--- src/async_timer_map.svh ---
// register offsets, field positions, reset values and timing counts of the async timer
`ifndef ASYNC_TIMER_MAP_SVH
`define ASYNC_TIMER_MAP_SVH
// ************************************************************
// register offsets (byte addresses)
// ************************************************************
`define OFS_CONTROL        8'h00
`define OFS_COUNTER_VALUE  8'h04
`define OFS_STATUS_FLAGS   8'h08
`define OFS_STATUS_CLEAR   8'h0C
`define OFS_IRQ_EN_SET     8'h10
`define OFS_IRQ_EN_CLEAR   8'h14
`define OFS_IRQ_MASK       8'h18
`define OFS_WAKEUP_ENABLE  8'h1C
`define OFS_MATCH_0        8'h20
`define OFS_MATCH_1        8'h24
`define OFS_TICK_INT_0     8'h30
`define OFS_TICK_INT_1     8'h34
`define OFS_SRC_CLK_CTRL   8'h40
`define OFS_RATE_TRIM      8'h44
`define OFS_EV_EN_SET      8'h48
`define OFS_EV_EN_CLEAR    8'h4C
`define OFS_EV_MASK        8'h50
`define OFS_DATE_TIME      8'h54
`define OFS_MODULE_PARAMS  8'hF0
`define OFS_MODULE_REV     8'hFC
// ************************************************************
// field positions
// ************************************************************
`define CTL_ENABLE_BIT     0
`define CTL_PRESC_RST_BIT  1
`define CTL_CAL_MODE_BIT   2
`define CTL_CLR_MATCH0_BIT 8
`define CTL_CLR_MATCH1_BIT 9
`define CTL_TAP_LSB        16
`define CTL_TAP_MSB        20
`define ST_WRAP_BIT        0
`define ST_MATCH0_BIT      8
`define ST_MATCH1_BIT      9
`define ST_TICK0_BIT       16
`define ST_TICK1_BIT       17
`define ST_BUSY_BIT        24
`define ST_READY_BIT       25
`define ST_CLK_SWITCH_BIT  28
`define ST_CLK_SETTLED_BIT 29
`define CLKCTL_ON_BIT      0
`define TAP_FIELD_MSB      4
// writable masks of the flag-style and control registers, and the reset word
`define FLAG_MASK          32'h2203_0301
`define WAKE_MASK          32'h0003_0301
`define CTL_MASK           32'h001F_0305
`define RESET_WORD         32'h0000_0000
// ************************************************************
// timing counts
// ************************************************************
`define SYNC_BUSY_CYCLES   4'h4
`define CLK_SWITCH_CYCLES  4'h6
`endif

--- src/async_timer_pkg.sv ---
// types of the async timer register block
`default_nettype none
package async_timer_pkg;
  typedef enum logic [2:0] {
    BUS_IDLE  = 3'b001,
    BUS_RESP  = 3'b010,
    BUS_DONE  = 3'b100
  } bus_state_t;
endpackage
`default_nettype wire

--- src/async_timer.sv ---
// async timer register interface with prescaler and 32-bit counter
//
// Added by the designer: the Avalon-MM interface to the registers.
`include "async_timer_map.svh"
`default_nettype none
// Operation
// - counter steps on prescaler bit chosen by control bits 20..16
// - clear-on-match bit n makes match n clear the counter
// - control bit 2 selects counter or calendar mode
// - writing one to control bit 1 resets prescaler; reads zero
// - control bit 0 enables the timer
// - while busy, control and counter writes ignored, reads return zero
// - counter_value reads full 32-bit count and loads on write
// - status bit 24 busy discards writes to synchronized registers
// - ready bit 25 set when busy falls, cleared by status_clear
// - status bit 28 high after clock-on write until clock settles
// - bit 29 set when clock-switching falls, cleared by status_clear
// - tick flag n set on rising edge of selected prescaler bit
// - match flag n set on a tap rise while counter equals match value n
// - wrap flag bit 0 set on overflow, held until cleared
// - status_clear ones clear flags and their requests, zeros ignored
// - status_clear writes dropped while busy
// - irq_enable_set ones set mask bits
// - irq_enable_clear ones clear mask bits
// - request raised only while mask set, held until flag cleared
// - busy held while written values pass into the counter domain
module async_timer
  import async_timer_pkg::*;
#(
  parameter int PRESC_W = 32
) (
  input  wire logic        core_clk_i,
  input  wire logic        rst_i,
  input  wire logic        src_tick_i,
  input  wire logic [7:0]  avs_address_i,
  input  wire logic        avs_read_i,
  input  wire logic        avs_write_i,
  input  wire logic [31:0] avs_writedata_i,
  output logic      [31:0] avs_readdata_o,
  output logic             avs_waitrequest_o,
  output logic             irq_o,
  output logic             wake_o,
  output logic      [4:0]  event_o
);

  // ************************************************************
  // source tick synchroniser
  // ************************************************************
  logic [2:0] tick_sync_reg;
  logic       tick_level_reg;
  // change counts once stages two and three agree
  always_ff @(posedge core_clk_i) begin
    if (rst_i) begin
      tick_sync_reg  <= 3'h0;
      tick_level_reg <= 1'b0;
    end else begin
      tick_sync_reg <= {tick_sync_reg[1:0], src_tick_i};
      if (tick_sync_reg[1] == tick_sync_reg[2])
        tick_level_reg <= tick_sync_reg[2];
    end
  end
  logic tick_level_d_reg;
  always_ff @(posedge core_clk_i) begin
    if (rst_i)
      tick_level_d_reg <= 1'b0;
    else
      tick_level_d_reg <= tick_level_reg;
  end
  wire src_edge = tick_level_reg & ~tick_level_d_reg;

  // ************************************************************
  // register state
  // ************************************************************
  logic [31:0]        control_reg;
  logic [31:0]        count_reg;
  logic [31:0]        flags_reg;
  logic [31:0]        mask_reg;
  logic [31:0]        wake_en_reg;
  logic [31:0]        ev_mask_reg;
  logic [31:0]        match0_reg, match1_reg;
  logic [4:0]         tap0_reg, tap1_reg;
  logic [31:0]        clk_ctl_reg, trim_reg, date_reg;
  logic [PRESC_W-1:0] presc_reg;
  logic [3:0]         busy_cnt_reg;
  logic [3:0]         clk_cnt_reg;
  logic               busy_d_reg, clk_sw_d_reg;
  bus_state_t         bus_state_reg;

  // ************************************************************
  // bus decode
  // ************************************************************
  wire busy      = (busy_cnt_reg != 4'h0);
  wire clk_sw    = (clk_cnt_reg != 4'h0);
  // writes are taken in idle, so the master sees waitrequest low next cycle
  wire wr_take   = avs_write_i && (bus_state_reg == BUS_IDLE);
  wire rd_take   = avs_read_i && (bus_state_reg == BUS_IDLE);
  wire wr_ok     = wr_take && !busy;
  wire wr_ctl    = wr_ok && (avs_address_i == `OFS_CONTROL);
  wire wr_cnt    = wr_ok && (avs_address_i == `OFS_COUNTER_VALUE);
  wire wr_sclr   = wr_ok && (avs_address_i == `OFS_STATUS_CLEAR);
  wire wr_ien    = wr_take && (avs_address_i == `OFS_IRQ_EN_SET);
  wire wr_idis   = wr_take && (avs_address_i == `OFS_IRQ_EN_CLEAR);
  wire wr_wake   = wr_ok && (avs_address_i == `OFS_WAKEUP_ENABLE);
  wire wr_m0     = wr_ok && (avs_address_i == `OFS_MATCH_0);
  wire wr_m1     = wr_ok && (avs_address_i == `OFS_MATCH_1);
  wire wr_t0     = wr_ok && (avs_address_i == `OFS_TICK_INT_0);
  wire wr_t1     = wr_ok && (avs_address_i == `OFS_TICK_INT_1);
  wire wr_clk    = wr_take && (avs_address_i == `OFS_SRC_CLK_CTRL);
  wire wr_trim   = wr_ok && (avs_address_i == `OFS_RATE_TRIM);
  wire wr_eve    = wr_ok && (avs_address_i == `OFS_EV_EN_SET);
  wire wr_evd    = wr_ok && (avs_address_i == `OFS_EV_EN_CLEAR);
  wire wr_date   = wr_take && (avs_address_i == `OFS_DATE_TIME);
  // any accepted write into the counter domain starts a sync window
  wire sync_go   = wr_ctl | wr_cnt | wr_sclr | wr_wake | wr_m0 | wr_m1 | wr_t0 | wr_t1
                 | wr_trim | wr_eve | wr_evd;

  // ************************************************************
  // prescaler and counter
  // ************************************************************
  wire        enabled   = control_reg[`CTL_ENABLE_BIT];
  wire [4:0]  tap_sel   = control_reg[`CTL_TAP_MSB:`CTL_TAP_LSB];
  wire [PRESC_W-1:0] presc_next = presc_reg + {{(PRESC_W-1){1'b0}}, 1'b1};
  wire        step_pre  = enabled & src_edge;
  // rising edge of a prescaler bit across one increment
  wire        tap_rise  = step_pre & ~presc_reg[tap_sel] & presc_next[tap_sel];
  wire        tick0     = step_pre & ~presc_reg[tap0_reg] & presc_next[tap0_reg];
  wire        tick1     = step_pre & ~presc_reg[tap1_reg] & presc_next[tap1_reg];
  wire        hit0      = tap_rise && (count_reg == match0_reg);
  wire        hit1      = tap_rise && (count_reg == match1_reg);
  wire        clr_hit   = (hit0 & control_reg[`CTL_CLR_MATCH0_BIT])
                        | (hit1 & control_reg[`CTL_CLR_MATCH1_BIT]);
  // wrap counts as overflow, only in counter mode
  wire        wrap      = tap_rise && (count_reg == 32'hFFFF_FFFF) && !control_reg[`CTL_CAL_MODE_BIT];
  // calendar mode holds the plain counter; date register only stores bus writes
  wire        cnt_step  = tap_rise && !control_reg[`CTL_CAL_MODE_BIT];

  always_ff @(posedge core_clk_i) begin
    if (rst_i)
      presc_reg <= '0;
    else if (wr_ctl && avs_writedata_i[`CTL_PRESC_RST_BIT])
      presc_reg <= '0;
    else if (step_pre)
      presc_reg <= presc_next;
  end

  // counter clocked by tap, loaded by write
  always_ff @(posedge core_clk_i) begin
    if (rst_i)
      count_reg <= `RESET_WORD;
    else if (wr_cnt)
      count_reg <= avs_writedata_i;
    else if (clr_hit)
      count_reg <= `RESET_WORD;
    else if (cnt_step)
      count_reg <= count_reg + 32'h0000_0001;
  end

  // enable, mode; reset strobe bit never stored
  always_ff @(posedge core_clk_i) begin
    if (rst_i)
      control_reg <= `RESET_WORD;
    else if (wr_ctl)
      control_reg <= avs_writedata_i & `CTL_MASK;
  end

  // ************************************************************
  // sync windows
  // ************************************************************
  // busy held during transfer
  always_ff @(posedge core_clk_i) begin
    if (rst_i)
      busy_cnt_reg <= 4'h0;
    else if (sync_go)
      busy_cnt_reg <= `SYNC_BUSY_CYCLES;
    else if (busy)
      busy_cnt_reg <= busy_cnt_reg - 4'h1;
  end
  always_ff @(posedge core_clk_i) begin
    if (rst_i)
      clk_cnt_reg <= 4'h0;
    else if (wr_clk)
      clk_cnt_reg <= `CLK_SWITCH_CYCLES;
    else if (clk_sw)
      clk_cnt_reg <= clk_cnt_reg - 4'h1;
  end
  always_ff @(posedge core_clk_i) begin
    if (rst_i) begin
      busy_d_reg   <= 1'b0;
      clk_sw_d_reg <= 1'b0;
    end else begin
      busy_d_reg   <= busy;
      clk_sw_d_reg <= clk_sw;
    end
  end

  // ************************************************************
  // status flags
  // ************************************************************
  logic [31:0] flag_set;
  always_comb begin
    flag_set = 32'h0;
    // wrap flag, also set by clear-on-match
    flag_set[`ST_WRAP_BIT]        = wrap | clr_hit;
    flag_set[`ST_MATCH0_BIT]      = hit0;
    flag_set[`ST_MATCH1_BIT]      = hit1;
    flag_set[`ST_TICK0_BIT]       = tick0;
    flag_set[`ST_TICK1_BIT]       = tick1;
    flag_set[`ST_READY_BIT]       = busy_d_reg & ~busy;
    flag_set[`ST_CLK_SETTLED_BIT] = clk_sw_d_reg & ~clk_sw;
  end
  wire [31:0] flag_clr = wr_sclr ? (avs_writedata_i & `FLAG_MASK) : 32'h0;
  // ones clear, set wins over clear
  always_ff @(posedge core_clk_i) begin
    if (rst_i)
      flags_reg <= `RESET_WORD;
    else
      flags_reg <= (flags_reg & ~flag_clr) | flag_set;
  end

  // mask set and clear, set wins on same write
  always_ff @(posedge core_clk_i) begin
    if (rst_i)
      mask_reg <= `RESET_WORD;
    else if (wr_ien)
      mask_reg <= mask_reg | (avs_writedata_i & `FLAG_MASK);
    else if (wr_idis)
      mask_reg <= mask_reg & ~avs_writedata_i;
  end

  // event mask and wake enable
  always_ff @(posedge core_clk_i) begin
    if (rst_i) begin
      ev_mask_reg <= `RESET_WORD;
      wake_en_reg <= `RESET_WORD;
    end else begin
      if (wr_eve)
        ev_mask_reg <= ev_mask_reg | (avs_writedata_i & `WAKE_MASK);
      else if (wr_evd)
        ev_mask_reg <= ev_mask_reg & ~avs_writedata_i;
      if (wr_wake)
        wake_en_reg <= avs_writedata_i & `WAKE_MASK;
    end
  end

  // plain storage registers
  always_ff @(posedge core_clk_i) begin
    if (rst_i) begin
      match0_reg  <= `RESET_WORD;
      match1_reg  <= `RESET_WORD;
      tap0_reg    <= 5'h00;
      tap1_reg    <= 5'h00;
      clk_ctl_reg <= `RESET_WORD;
      trim_reg    <= `RESET_WORD;
      date_reg    <= `RESET_WORD;
    end else begin
      if (wr_m0) match0_reg <= avs_writedata_i;
      if (wr_m1) match1_reg <= avs_writedata_i;
      if (wr_t0) tap0_reg <= avs_writedata_i[`TAP_FIELD_MSB:0];
      if (wr_t1) tap1_reg <= avs_writedata_i[`TAP_FIELD_MSB:0];
      if (wr_clk) clk_ctl_reg <= avs_writedata_i;
      if (wr_trim) trim_reg <= avs_writedata_i;
      if (wr_date) date_reg <= avs_writedata_i;
    end
  end

  // ************************************************************
  // read mux and bus handshake
  // ************************************************************
  logic [31:0] status_word;
  always_comb begin
    status_word = flags_reg;
    status_word[`ST_BUSY_BIT]       = busy;
    status_word[`ST_CLK_SWITCH_BIT] = clk_sw;
  end
  // synced registers except the event mask read zero while busy
  logic [31:0] rd_mux;
  always_comb begin
    case (avs_address_i)
      `OFS_CONTROL:       rd_mux = busy ? 32'h0 : control_reg;
      `OFS_COUNTER_VALUE: rd_mux = busy ? 32'h0 : count_reg;
      `OFS_STATUS_FLAGS:  rd_mux = status_word;
      `OFS_IRQ_MASK:      rd_mux = mask_reg;
      `OFS_WAKEUP_ENABLE: rd_mux = busy ? 32'h0 : wake_en_reg;
      `OFS_MATCH_0:       rd_mux = busy ? 32'h0 : match0_reg;
      `OFS_MATCH_1:       rd_mux = busy ? 32'h0 : match1_reg;
      `OFS_TICK_INT_0:    rd_mux = busy ? 32'h0 : {27'h0, tap0_reg};
      `OFS_TICK_INT_1:    rd_mux = busy ? 32'h0 : {27'h0, tap1_reg};
      `OFS_SRC_CLK_CTRL:  rd_mux = clk_ctl_reg;
      `OFS_RATE_TRIM:     rd_mux = busy ? 32'h0 : trim_reg;
      `OFS_EV_MASK:       rd_mux = ev_mask_reg;
      `OFS_DATE_TIME:     rd_mux = date_reg;
      default:            rd_mux = 32'h0;
    endcase
  end
  bus_state_t bus_state_next;
  always_comb begin
    case (bus_state_reg)
      BUS_IDLE: bus_state_next = (rd_take | wr_take) ? BUS_RESP : BUS_IDLE;
      BUS_RESP: bus_state_next = BUS_DONE;
      BUS_DONE: bus_state_next = BUS_IDLE;
      default:  bus_state_next = BUS_IDLE;
    endcase
  end
  // answer one cycle after take; resp and done states keep the held request from retriggering
  always_ff @(posedge core_clk_i) begin
    if (rst_i) begin
      bus_state_reg     <= BUS_IDLE;
      avs_waitrequest_o <= 1'b1;
      avs_readdata_o    <= 32'h0;
    end else begin
      bus_state_reg     <= bus_state_next;
      avs_waitrequest_o <= !((rd_take | wr_take));
      if (rd_take)
        avs_readdata_o <= rd_mux;
    end
  end

  // ************************************************************
  // outputs
  // ************************************************************
  // request while mask and flag both set
  always_ff @(posedge core_clk_i) begin
    if (rst_i) begin
      irq_o   <= 1'b0;
      wake_o  <= 1'b0;
      event_o <= 5'h00;
    end else begin
      irq_o   <= |(flags_reg & mask_reg);
      wake_o  <= |(flags_reg & wake_en_reg);
      event_o <= {flag_set[`ST_TICK1_BIT] & ev_mask_reg[`ST_TICK1_BIT],
                  flag_set[`ST_TICK0_BIT] & ev_mask_reg[`ST_TICK0_BIT],
                  flag_set[`ST_MATCH1_BIT] & ev_mask_reg[`ST_MATCH1_BIT],
                  flag_set[`ST_MATCH0_BIT] & ev_mask_reg[`ST_MATCH0_BIT],
                  flag_set[`ST_WRAP_BIT] & ev_mask_reg[`ST_WRAP_BIT]};
    end
  end

  // ************************************************************
  // assertions
  // ************************************************************
  property p_busy_after_write;
    @(posedge core_clk_i) disable iff (rst_i)
    sync_go |=> busy [*4] ##1 !busy;
  endproperty
  a_busy_after_write: assert property (p_busy_after_write) else $error("busy window wrong");
  property p_ready_on_fall;
    @(posedge core_clk_i) disable iff (rst_i)
    ($fell(busy) && !wr_sclr) |=> flags_reg[`ST_READY_BIT];
  endproperty
  a_ready_on_fall: assert property (p_ready_on_fall) else $error("ready not set");
  property p_clk_settled;
    @(posedge core_clk_i) disable iff (rst_i)
    wr_clk |=> clk_sw [*6] ##1 !clk_sw ##1 flags_reg[`ST_CLK_SETTLED_BIT];
  endproperty
  a_clk_settled: assert property (p_clk_settled) else $error("clock settle wrong");
  property p_busy_drops_ctl;
    @(posedge core_clk_i) disable iff (rst_i)
    (wr_take && busy && avs_address_i == `OFS_CONTROL) |=> $stable(control_reg);
  endproperty
  a_busy_drops_ctl: assert property (p_busy_drops_ctl) else $error("control written while busy");
  property p_count_load;
    @(posedge core_clk_i) disable iff (rst_i)
    wr_cnt |=> count_reg == $past(avs_writedata_i);
  endproperty
  a_count_load: assert property (p_count_load) else $error("count not loaded");
  property p_wrap_flag;
    @(posedge core_clk_i) disable iff (rst_i)
    (wrap && !wr_cnt) |=> flags_reg[`ST_WRAP_BIT] && count_reg == 32'h0;
  endproperty
  a_wrap_flag: assert property (p_wrap_flag) else $error("wrap not flagged");
  property p_match_clear;
    @(posedge core_clk_i) disable iff (rst_i)
    (hit0 && control_reg[`CTL_CLR_MATCH0_BIT] && !wr_cnt) |=> count_reg == 32'h0;
  endproperty
  a_match_clear: assert property (p_match_clear) else $error("match did not clear");
  property p_irq_mask;
    @(posedge core_clk_i) disable iff (rst_i)
    (mask_reg == 32'h0) |=> !irq_o;
  endproperty
  a_irq_mask: assert property (p_irq_mask) else $error("irq without mask");
  property p_ctl_read_zero;
    @(posedge core_clk_i) disable iff (rst_i)
    (rd_take && busy && avs_address_i == `OFS_CONTROL) |=> avs_readdata_o == 32'h0 && !avs_waitrequest_o;
  endproperty
  a_ctl_read_zero: assert property (p_ctl_read_zero) else $error("busy read not zero");
  c_wrap: cover property (@(posedge core_clk_i) disable iff (rst_i) wrap);
  c_hit1: cover property (@(posedge core_clk_i) disable iff (rst_i) hit1);
  c_irq:  cover property (@(posedge core_clk_i) disable iff (rst_i) $rose(irq_o));

endmodule // async_timer
`default_nettype wire

--- config.mk ---
export PLATFORM = sky130hd
export DESIGN_NAME = async_timer
export DESIGN_NICKNAME = d
export VERILOG_FILES = /design/src/async_timer_pkg.sv /design/src/async_timer.sv
export VERILOG_INCLUDE_DIRS = /design/src
export SDC_FILE = /design/constraint.sdc
export NUM_CORES = 1
export LEC_CHECK = 0
export CAP_MARGIN = 20
export CORE_UTILIZATION = 40
export CTS_CLUSTER_SIZE = 14
export DETAILED_ROUTE_END_ITERATION = 12
export DONT_BUFFER_PORTS = 1
export SLEW_MARGIN = 20
export SYNTH_ARGS = -nofsm -noshare
export SYNTH_HDL_FRONTEND = slang
export SYNTH_SLANG_ARGS = --single-unit
--- constraint.sdc ---
create_clock -name core_clk_i -period 7 [get_ports core_clk_i]
set_clock_uncertainty 0.05 [all_clocks]
set_input_delay 0.35 -clock core_clk_i [delete_from_list [all_inputs] [get_ports core_clk_i]]
set_output_delay 0.35 -clock core_clk_i [all_outputs]
set_load 0.01 [all_outputs]
==> metrics.txt, run 1 <==
worst endpoint required time=7.42 ns; Leak=7.300 nW; chip width=222.2 microns; fin cells=3012; # rows=80; vias in the first global route=17189; gr usage total=29.51%; number of synthesized register bits=377; Netlist cell types=73; area grow syn2layout=10.94%; top achievable clock speed=210.9 MHz; switching pwr=1.217 mW; initial DRC count=2190; Seq/Total Area, Yosys=38.93%; Initial Util=40.60%; drt drc=0; Mapped Area=19390 sq um; Pre-antenna DRT Iters=6; Worst Tran Pin Value=0.9917 ns; Post-Syn Area per Cell=7.801 sq um; Crit path buffers/inverters=0; antenna-violating nets left=0; Root Driver=clkbuf_16; Gate power share=6.1%; Post-Synth Simple-Gate Area=23.15%; nets@finish=2408; VDD IR max=0.1680 mV; Core Area=47750 sq um; Power Total=4.965 mW; HP Class=in -> reg; dpl cell area=19490 sq um; Crit Path Max Fanout=20; Final Max Slew Viols=0; crit path time final=4.742 ns; chip height=222.2 microns; CTS max path bufs=3; largest delay contributor family on the critical path=simple AND/OR/NAND/NOR gates; IO Count=85; total number of vias=18595; final setup vio count=0; slew margin rel.=33.19%; first-pass GRT wire length=111700 microns; CTS sink cnt=377; Worst EP arrival=5.16 ns; startpoint types=flop; Pwr per Cell Area=230.9 nW/um^2; Post-synth EDFFs=0; critical path type=reg -> reg; status=complete, no violations; Int Pwr=3.748 mW; largest cells by area after synthesis=dfxtp_1 39%, nand2_1 10%, a21oi_1 8.1%; CTS tree=built; Worst-Skew Late Latency=0.59 ns; crit-path cells=nand4_2 -> or4b_1 -> o31a_1 -> or2_0 -> mux4_2 -> a211o_1 -> nand4_1 -> nand2_1 -> o221a_2; Post-synth top flop=dfxtp_1; initial antenna violation count=2; area leader, netlist=dfxtp_1; final global-route overflow total=0; area share of fa/ha/maj cells after synthesis=0.1936%; RePlAce Congestion=0.9699; die area=49350 sq um; post-synthesis compound-gate area fraction=21.74%; Routed WL=74530 microns; share of cells above drive strength 1=7.853%; CTS clock-pin slew for the worst setup and hold paths=0.06 ns; via density per instance=6.174; Max stage delay on crit path=0.77 ns; Critical Path End Type=flop; Sw Ratio=24.51%; ys async rst share=0%; Finished Cell Area=21510 sq um; final hold violation count=0; utilization after layout=45.04%; DP HPWL=49220 microns; total negative slack=0 ns; Synth Net Count=2533; average wire per standard cell=24.75 microns; Max Cap Viol=0; CP max stage cell=or4b_1; total CTS buffers=43; H-tree levels=2; PortBufs=0; filler cell count=4689; Syn Inst Count=2485; post-synthesis xor/xnor area fraction=5.602%; largest family of logic cells by synthesized area=simple AND/OR/NAND/NOR gates; dpl cells=2889; Clk network pwr share=50.1%; largest net degree at the start of global routing=291; Synth top area share=38.93%; Post-CTS Resized=0; RSZ-0062 raised after global routing=false; post-synthesis mux area share=4.647%; share of total power in sequential cells=43.8%; period utilization=67.75%; Syn. warnings=0
[Yosys cell counts, types with 20 or more instances]
cell type / n
a21oi_1: 315
nor3_1: 55
nand2b_1: 60
inv_1: 23
mux4_2: 29
xor2_1: 84
nor4_1: 38
nor2_1: 145
a31oi_1: 32
xnor2_1: 40
and3_1: 20
nand4_1: 27
nand2_1: 522
dfxtp_1: 377
a22oi_1: 134
nand3_1: 53
clkbuf_1: 210
o21ai_0: 47
[logic make-up (layout without fill, tap and decap cells)]
group,Yosys count,in the layout
flip-flops,377,377
AND/OR/NAND/NOR,990,990
multiplexers,53,53
buffers and inverters,274,183
other,0,3
AO/OA/AOI/OAI,664,664
adder cells (fa/ha/maj),3,3
XOR/XNOR,124,124
[power groups by stage]
stage	sequential, mW	combinational, mW	clock (mW)
2_1_floorplan	2.22	0.189	0
3_3_place_gp	2.22	0.211	0
3_5_place_dp	2.22	0.214	0
4_1_cts	2.17	0.296	2.51
5_1_grt	2.18	0.322	2.59
6_report	2.17	0.304	2.49
[per-stage QoR]
| step | hold slack (ns) | setup WS [ns] |
|---|---|---|
| after detailed placement | 0.3738 | 2.060 |
| final | 0.01990 | 2.258 |
| after global placement | 0.3590 | 2.250 |
| after CTS | 0.002918 | 2.054 |
| after global routing | 0.02957 | 2.004 |
| after floorplan | 0.3521 | 3.471 |
[worst paths after layout]
check,slack (ns),startpoint,cells after the start,endpoint
setup / recovery,2.26,presc_reg[4],9,count_reg[6]
setup reg to reg,2.26,presc_reg[4],9,count_reg[6]
hold / removal,0.02,rst_i,2,event_o[1]
hold reg to reg,0.38,bus_state_reg[0],1,bus_state_reg[2]
[per-layer routing]
layer / wire length (microns) / vias up / share of wire, % / track usage [%]
met2: 33300 / 923 / 45 / 45.23
met4: 3111 / 0 / 4.2 / 13.55
met5: 0 / - / 0 / 0
li1: - / 8526 / - / -
met1: 31410 / 9013 / 42 / 40.15
met3: 6711 / 133 / 9.0 / 5.420
[final cells by class]
type	instances	area, sq um	area share, %
Multi-Input combinational cell	1834	10800	50.20
Clock inverter	15	254.0	1.181
Antenna cell	3	7.507	0.03491
Sequential cell	377	7547	35.09
Timing Repair Buffer	80	748.2	3.479
Tap cell	615	769.5	3.578
Clock buffer	64	1295	6.021
Inverter	24	90.09	0.4189
[repair_timing]
item / 4_1_cts / 5_1_grt
endpoints found under the hold margin: 330 / 0
setup buffers: 0 / 0
hold buffers: 40 / 0
[worst register-to-register path, delay by kind of cell (launching register included)]
family,cells,cell delay (ns)
AO/OA/AOI/OAI,3,1.28
AND/OR/NAND/NOR,5,2.23
multiplexers,1,0.45
flip-flops,1,0.63
[cell usage in the layout (no fill, tap or decap), types with 27 or more instances in the layout]
cell,Yosys,routed
xnor2_1,40,40
nand3_1,53,53
nand4_1,27,27
xor2_1,84,84
o21ai_0,47,47
nor4_1,38,37
nand2_1,522,522
a22oi_1,134,134
buf_4,18,39
nand2b_1,60,60
dlygate4sd3_1,0,38
a31oi_1,32,32
nor2_1,145,138
nor3_1,55,51
a21oi_1,315,314
mux4_2,29,29
dfxtp_1,377,377
clkbuf_16,0,43
Power figures use the tool's default switching activity.
==> run 2: changes to the inputs <==
clock period = 4 ns   (was 7 ns; I/O delays follow)
==> metrics.txt, run 2 (synthesis gave the netlist of run 1 again) <==
status=complete, no violations; drt drc=0; VDD IR max=0.3039 mV; total number of vias=19391; average wire per standard cell=24.05 microns; worst endpoint required time=4.44 ns; Multi-input gate area=10800 sq um; via density per instance=6.125; Critical Path End Type=flop; Worst Tran Pin Value=0.9881 ns; utilization after layout=47.82%; FF-to-FF End=count_reg[23]; critical path type=reg -> reg; final setup vio count=0; area grow syn2layout=17.79%; period utilization=95.84%; Crit path depth=10; CP max stage cell=or4b_1; flop-to-flop setup slack=0.17 ns; Worst EP arrival=4.28 ns; chip width=222.2 microns; Leak=8.087 nW; post-CTS setup buffers=0; Routed WL=76130 microns; largest net degree at the start of global routing=219; PortBufs=0; CTS clock-pin slew for the worst setup and hold paths=0.06 ns; first-pass GRT wire length=114800 microns; initial antenna violation count=2; largest delay contributor family on the critical path=simple AND/OR/NAND/NOR gates; most common cell after layout, fill and taps aside=nand2_1; Pre-antenna DRT Iters=5; nets@finish=2565; Final Max Slew Viols=0; total negative slack=0 ns; share of cells above drive strength 1=9.259%; Core Area=47750 sq um; Crit path buffers/inverters=1; Power Total=8.405 mW; final hold violation count=0; sequential cell area=7548 sq um; die area=49350 sq um; total CTS buffers=43; gr usage total=30.24%; worst setup path endpoint=count_reg[23]; top achievable clock speed=260.9 MHz; IO Count=85; final global-route overflow total=0; RSZ-0062 raised after global routing=false; chip height=222.2 microns; # rows=80; Root Driver=clkbuf_16; CTS tree=built; filler cell count=4667; CTS sink cnt=377; DP HPWL=50340 microns; startpoint types=flop; crit-path cells=and2_1 -> or4b_1 -> o31a_1 -> or2_0 -> mux4_2 -> a211o_1 -> and3_1 -> buf_12 -> a21o_1 -> nor4_1; Hold WS=0.01802 ns; Pwr per Cell Area=368.1 nW/um^2; Max Cap Viol=0; CTS max path bufs=3; antenna-violating nets left=0; vias in the first global route=18290; crit path time final=3.833 ns; Initial Util=40.60%; initial DRC count=2070; H-tree levels=2; reg-to-reg startpoint=presc_reg[22]; Worst-Skew Late Latency=0.59 ns; Crit Path Max Fanout=22; slew margin rel.=34.12%; most frequent cells in the layout=522 x nand2_1, 376 x dfxtp_1, 314 x a21oi_1; Critical Path Source=presc_reg[22]; Max stage delay on crit path=0.55 ns; HP Class=in -> reg; RePlAce Congestion=0.9909; R2R depth=10
[run 2: how the worst min path moves through the flow]
stage | from | end | slack, ns | cells past startpoint
final | avs_writedata_i[9] | count_reg[9] | 0.02 | 3
after global routing | avs_writedata_i[9] | count_reg[9] | 0.04 | 3
after CTS | avs_writedata_i[9] | count_reg[9] | 0.01 | 3
after detailed placement | avs_writedata_i[15] | mask_reg[15] | 0.24 | 1
after global placement | avs_writedata_i[14] | ev_mask_reg[14] | 0.24 | 1
after floorplan | src_tick_i | tick_sync_reg[0] | 0.28 | 1
[run 2: timing repair]
item | 4_1_cts | 5_1_grt
hold buffers | 145 | 0
resized for setup | 0 | 4
endpoints found under the setup margin | 0 | 26
hold endpoints to repair | 349 | 0
[run 2: routing by layer]
metal / part of all wire [%] / routed length [microns] / track usage, %
met5: 0 / 0 / 0
met4: 3.9 / 2990 / 12.86
met2: 45 / 34240 / 47.33
met1: 43 / 32650 / 40.86
met3: 8.2 / 6249 / 5.314
[run 2: final cells by class]
cell class              instances  share of cell area (%)
repair buffers                237                   9.567
clock buffers                  60                   5.386
clock inverters                17                  0.8877
diodes                          2                 0.02192
multi-input cells            1834                   47.32
inverters                      24                  0.3945
well taps                     615                   3.370
flip-flops and latches        377                   33.06
[run 2: worst reg2reg max path, cell delays in order, from the launching register on]
cell     delay (ns)
dfxtp_1        0.46
and2_1         0.26
or4b_1         0.55
o31a_1         0.35
or2_0          0.22
mux4_2         0.47
a211o_1        0.37
and3_1         0.26
buf_12         0.18
a21o_1         0.26
nor4_1         0.31
[run 2: per-stage QoR]
stage	setup slack, ns	area, sq um	cells
after floorplan	0.4711	19390	2485
after global placement	0.2054	19910	2942
after detailed placement	0.1272	19910	2942
after CTS	0.09264	22810	3164
after global routing	0.02691	22830	3165
final	0.1665	22830	3166
[run 2: where the power goes]
part | leakage (nW) | internal (mW) | switching [mW] | total, mW
sequential | 3.04 | 3.79 | 0.0207 | 3.81
clock | 0.707 | 2.36 | 1.72 | 4.08
combinational | 4.34 | 0.133 | 0.386 | 0.519
total | 8.09 | 6.28 | 2.13 | 8.41
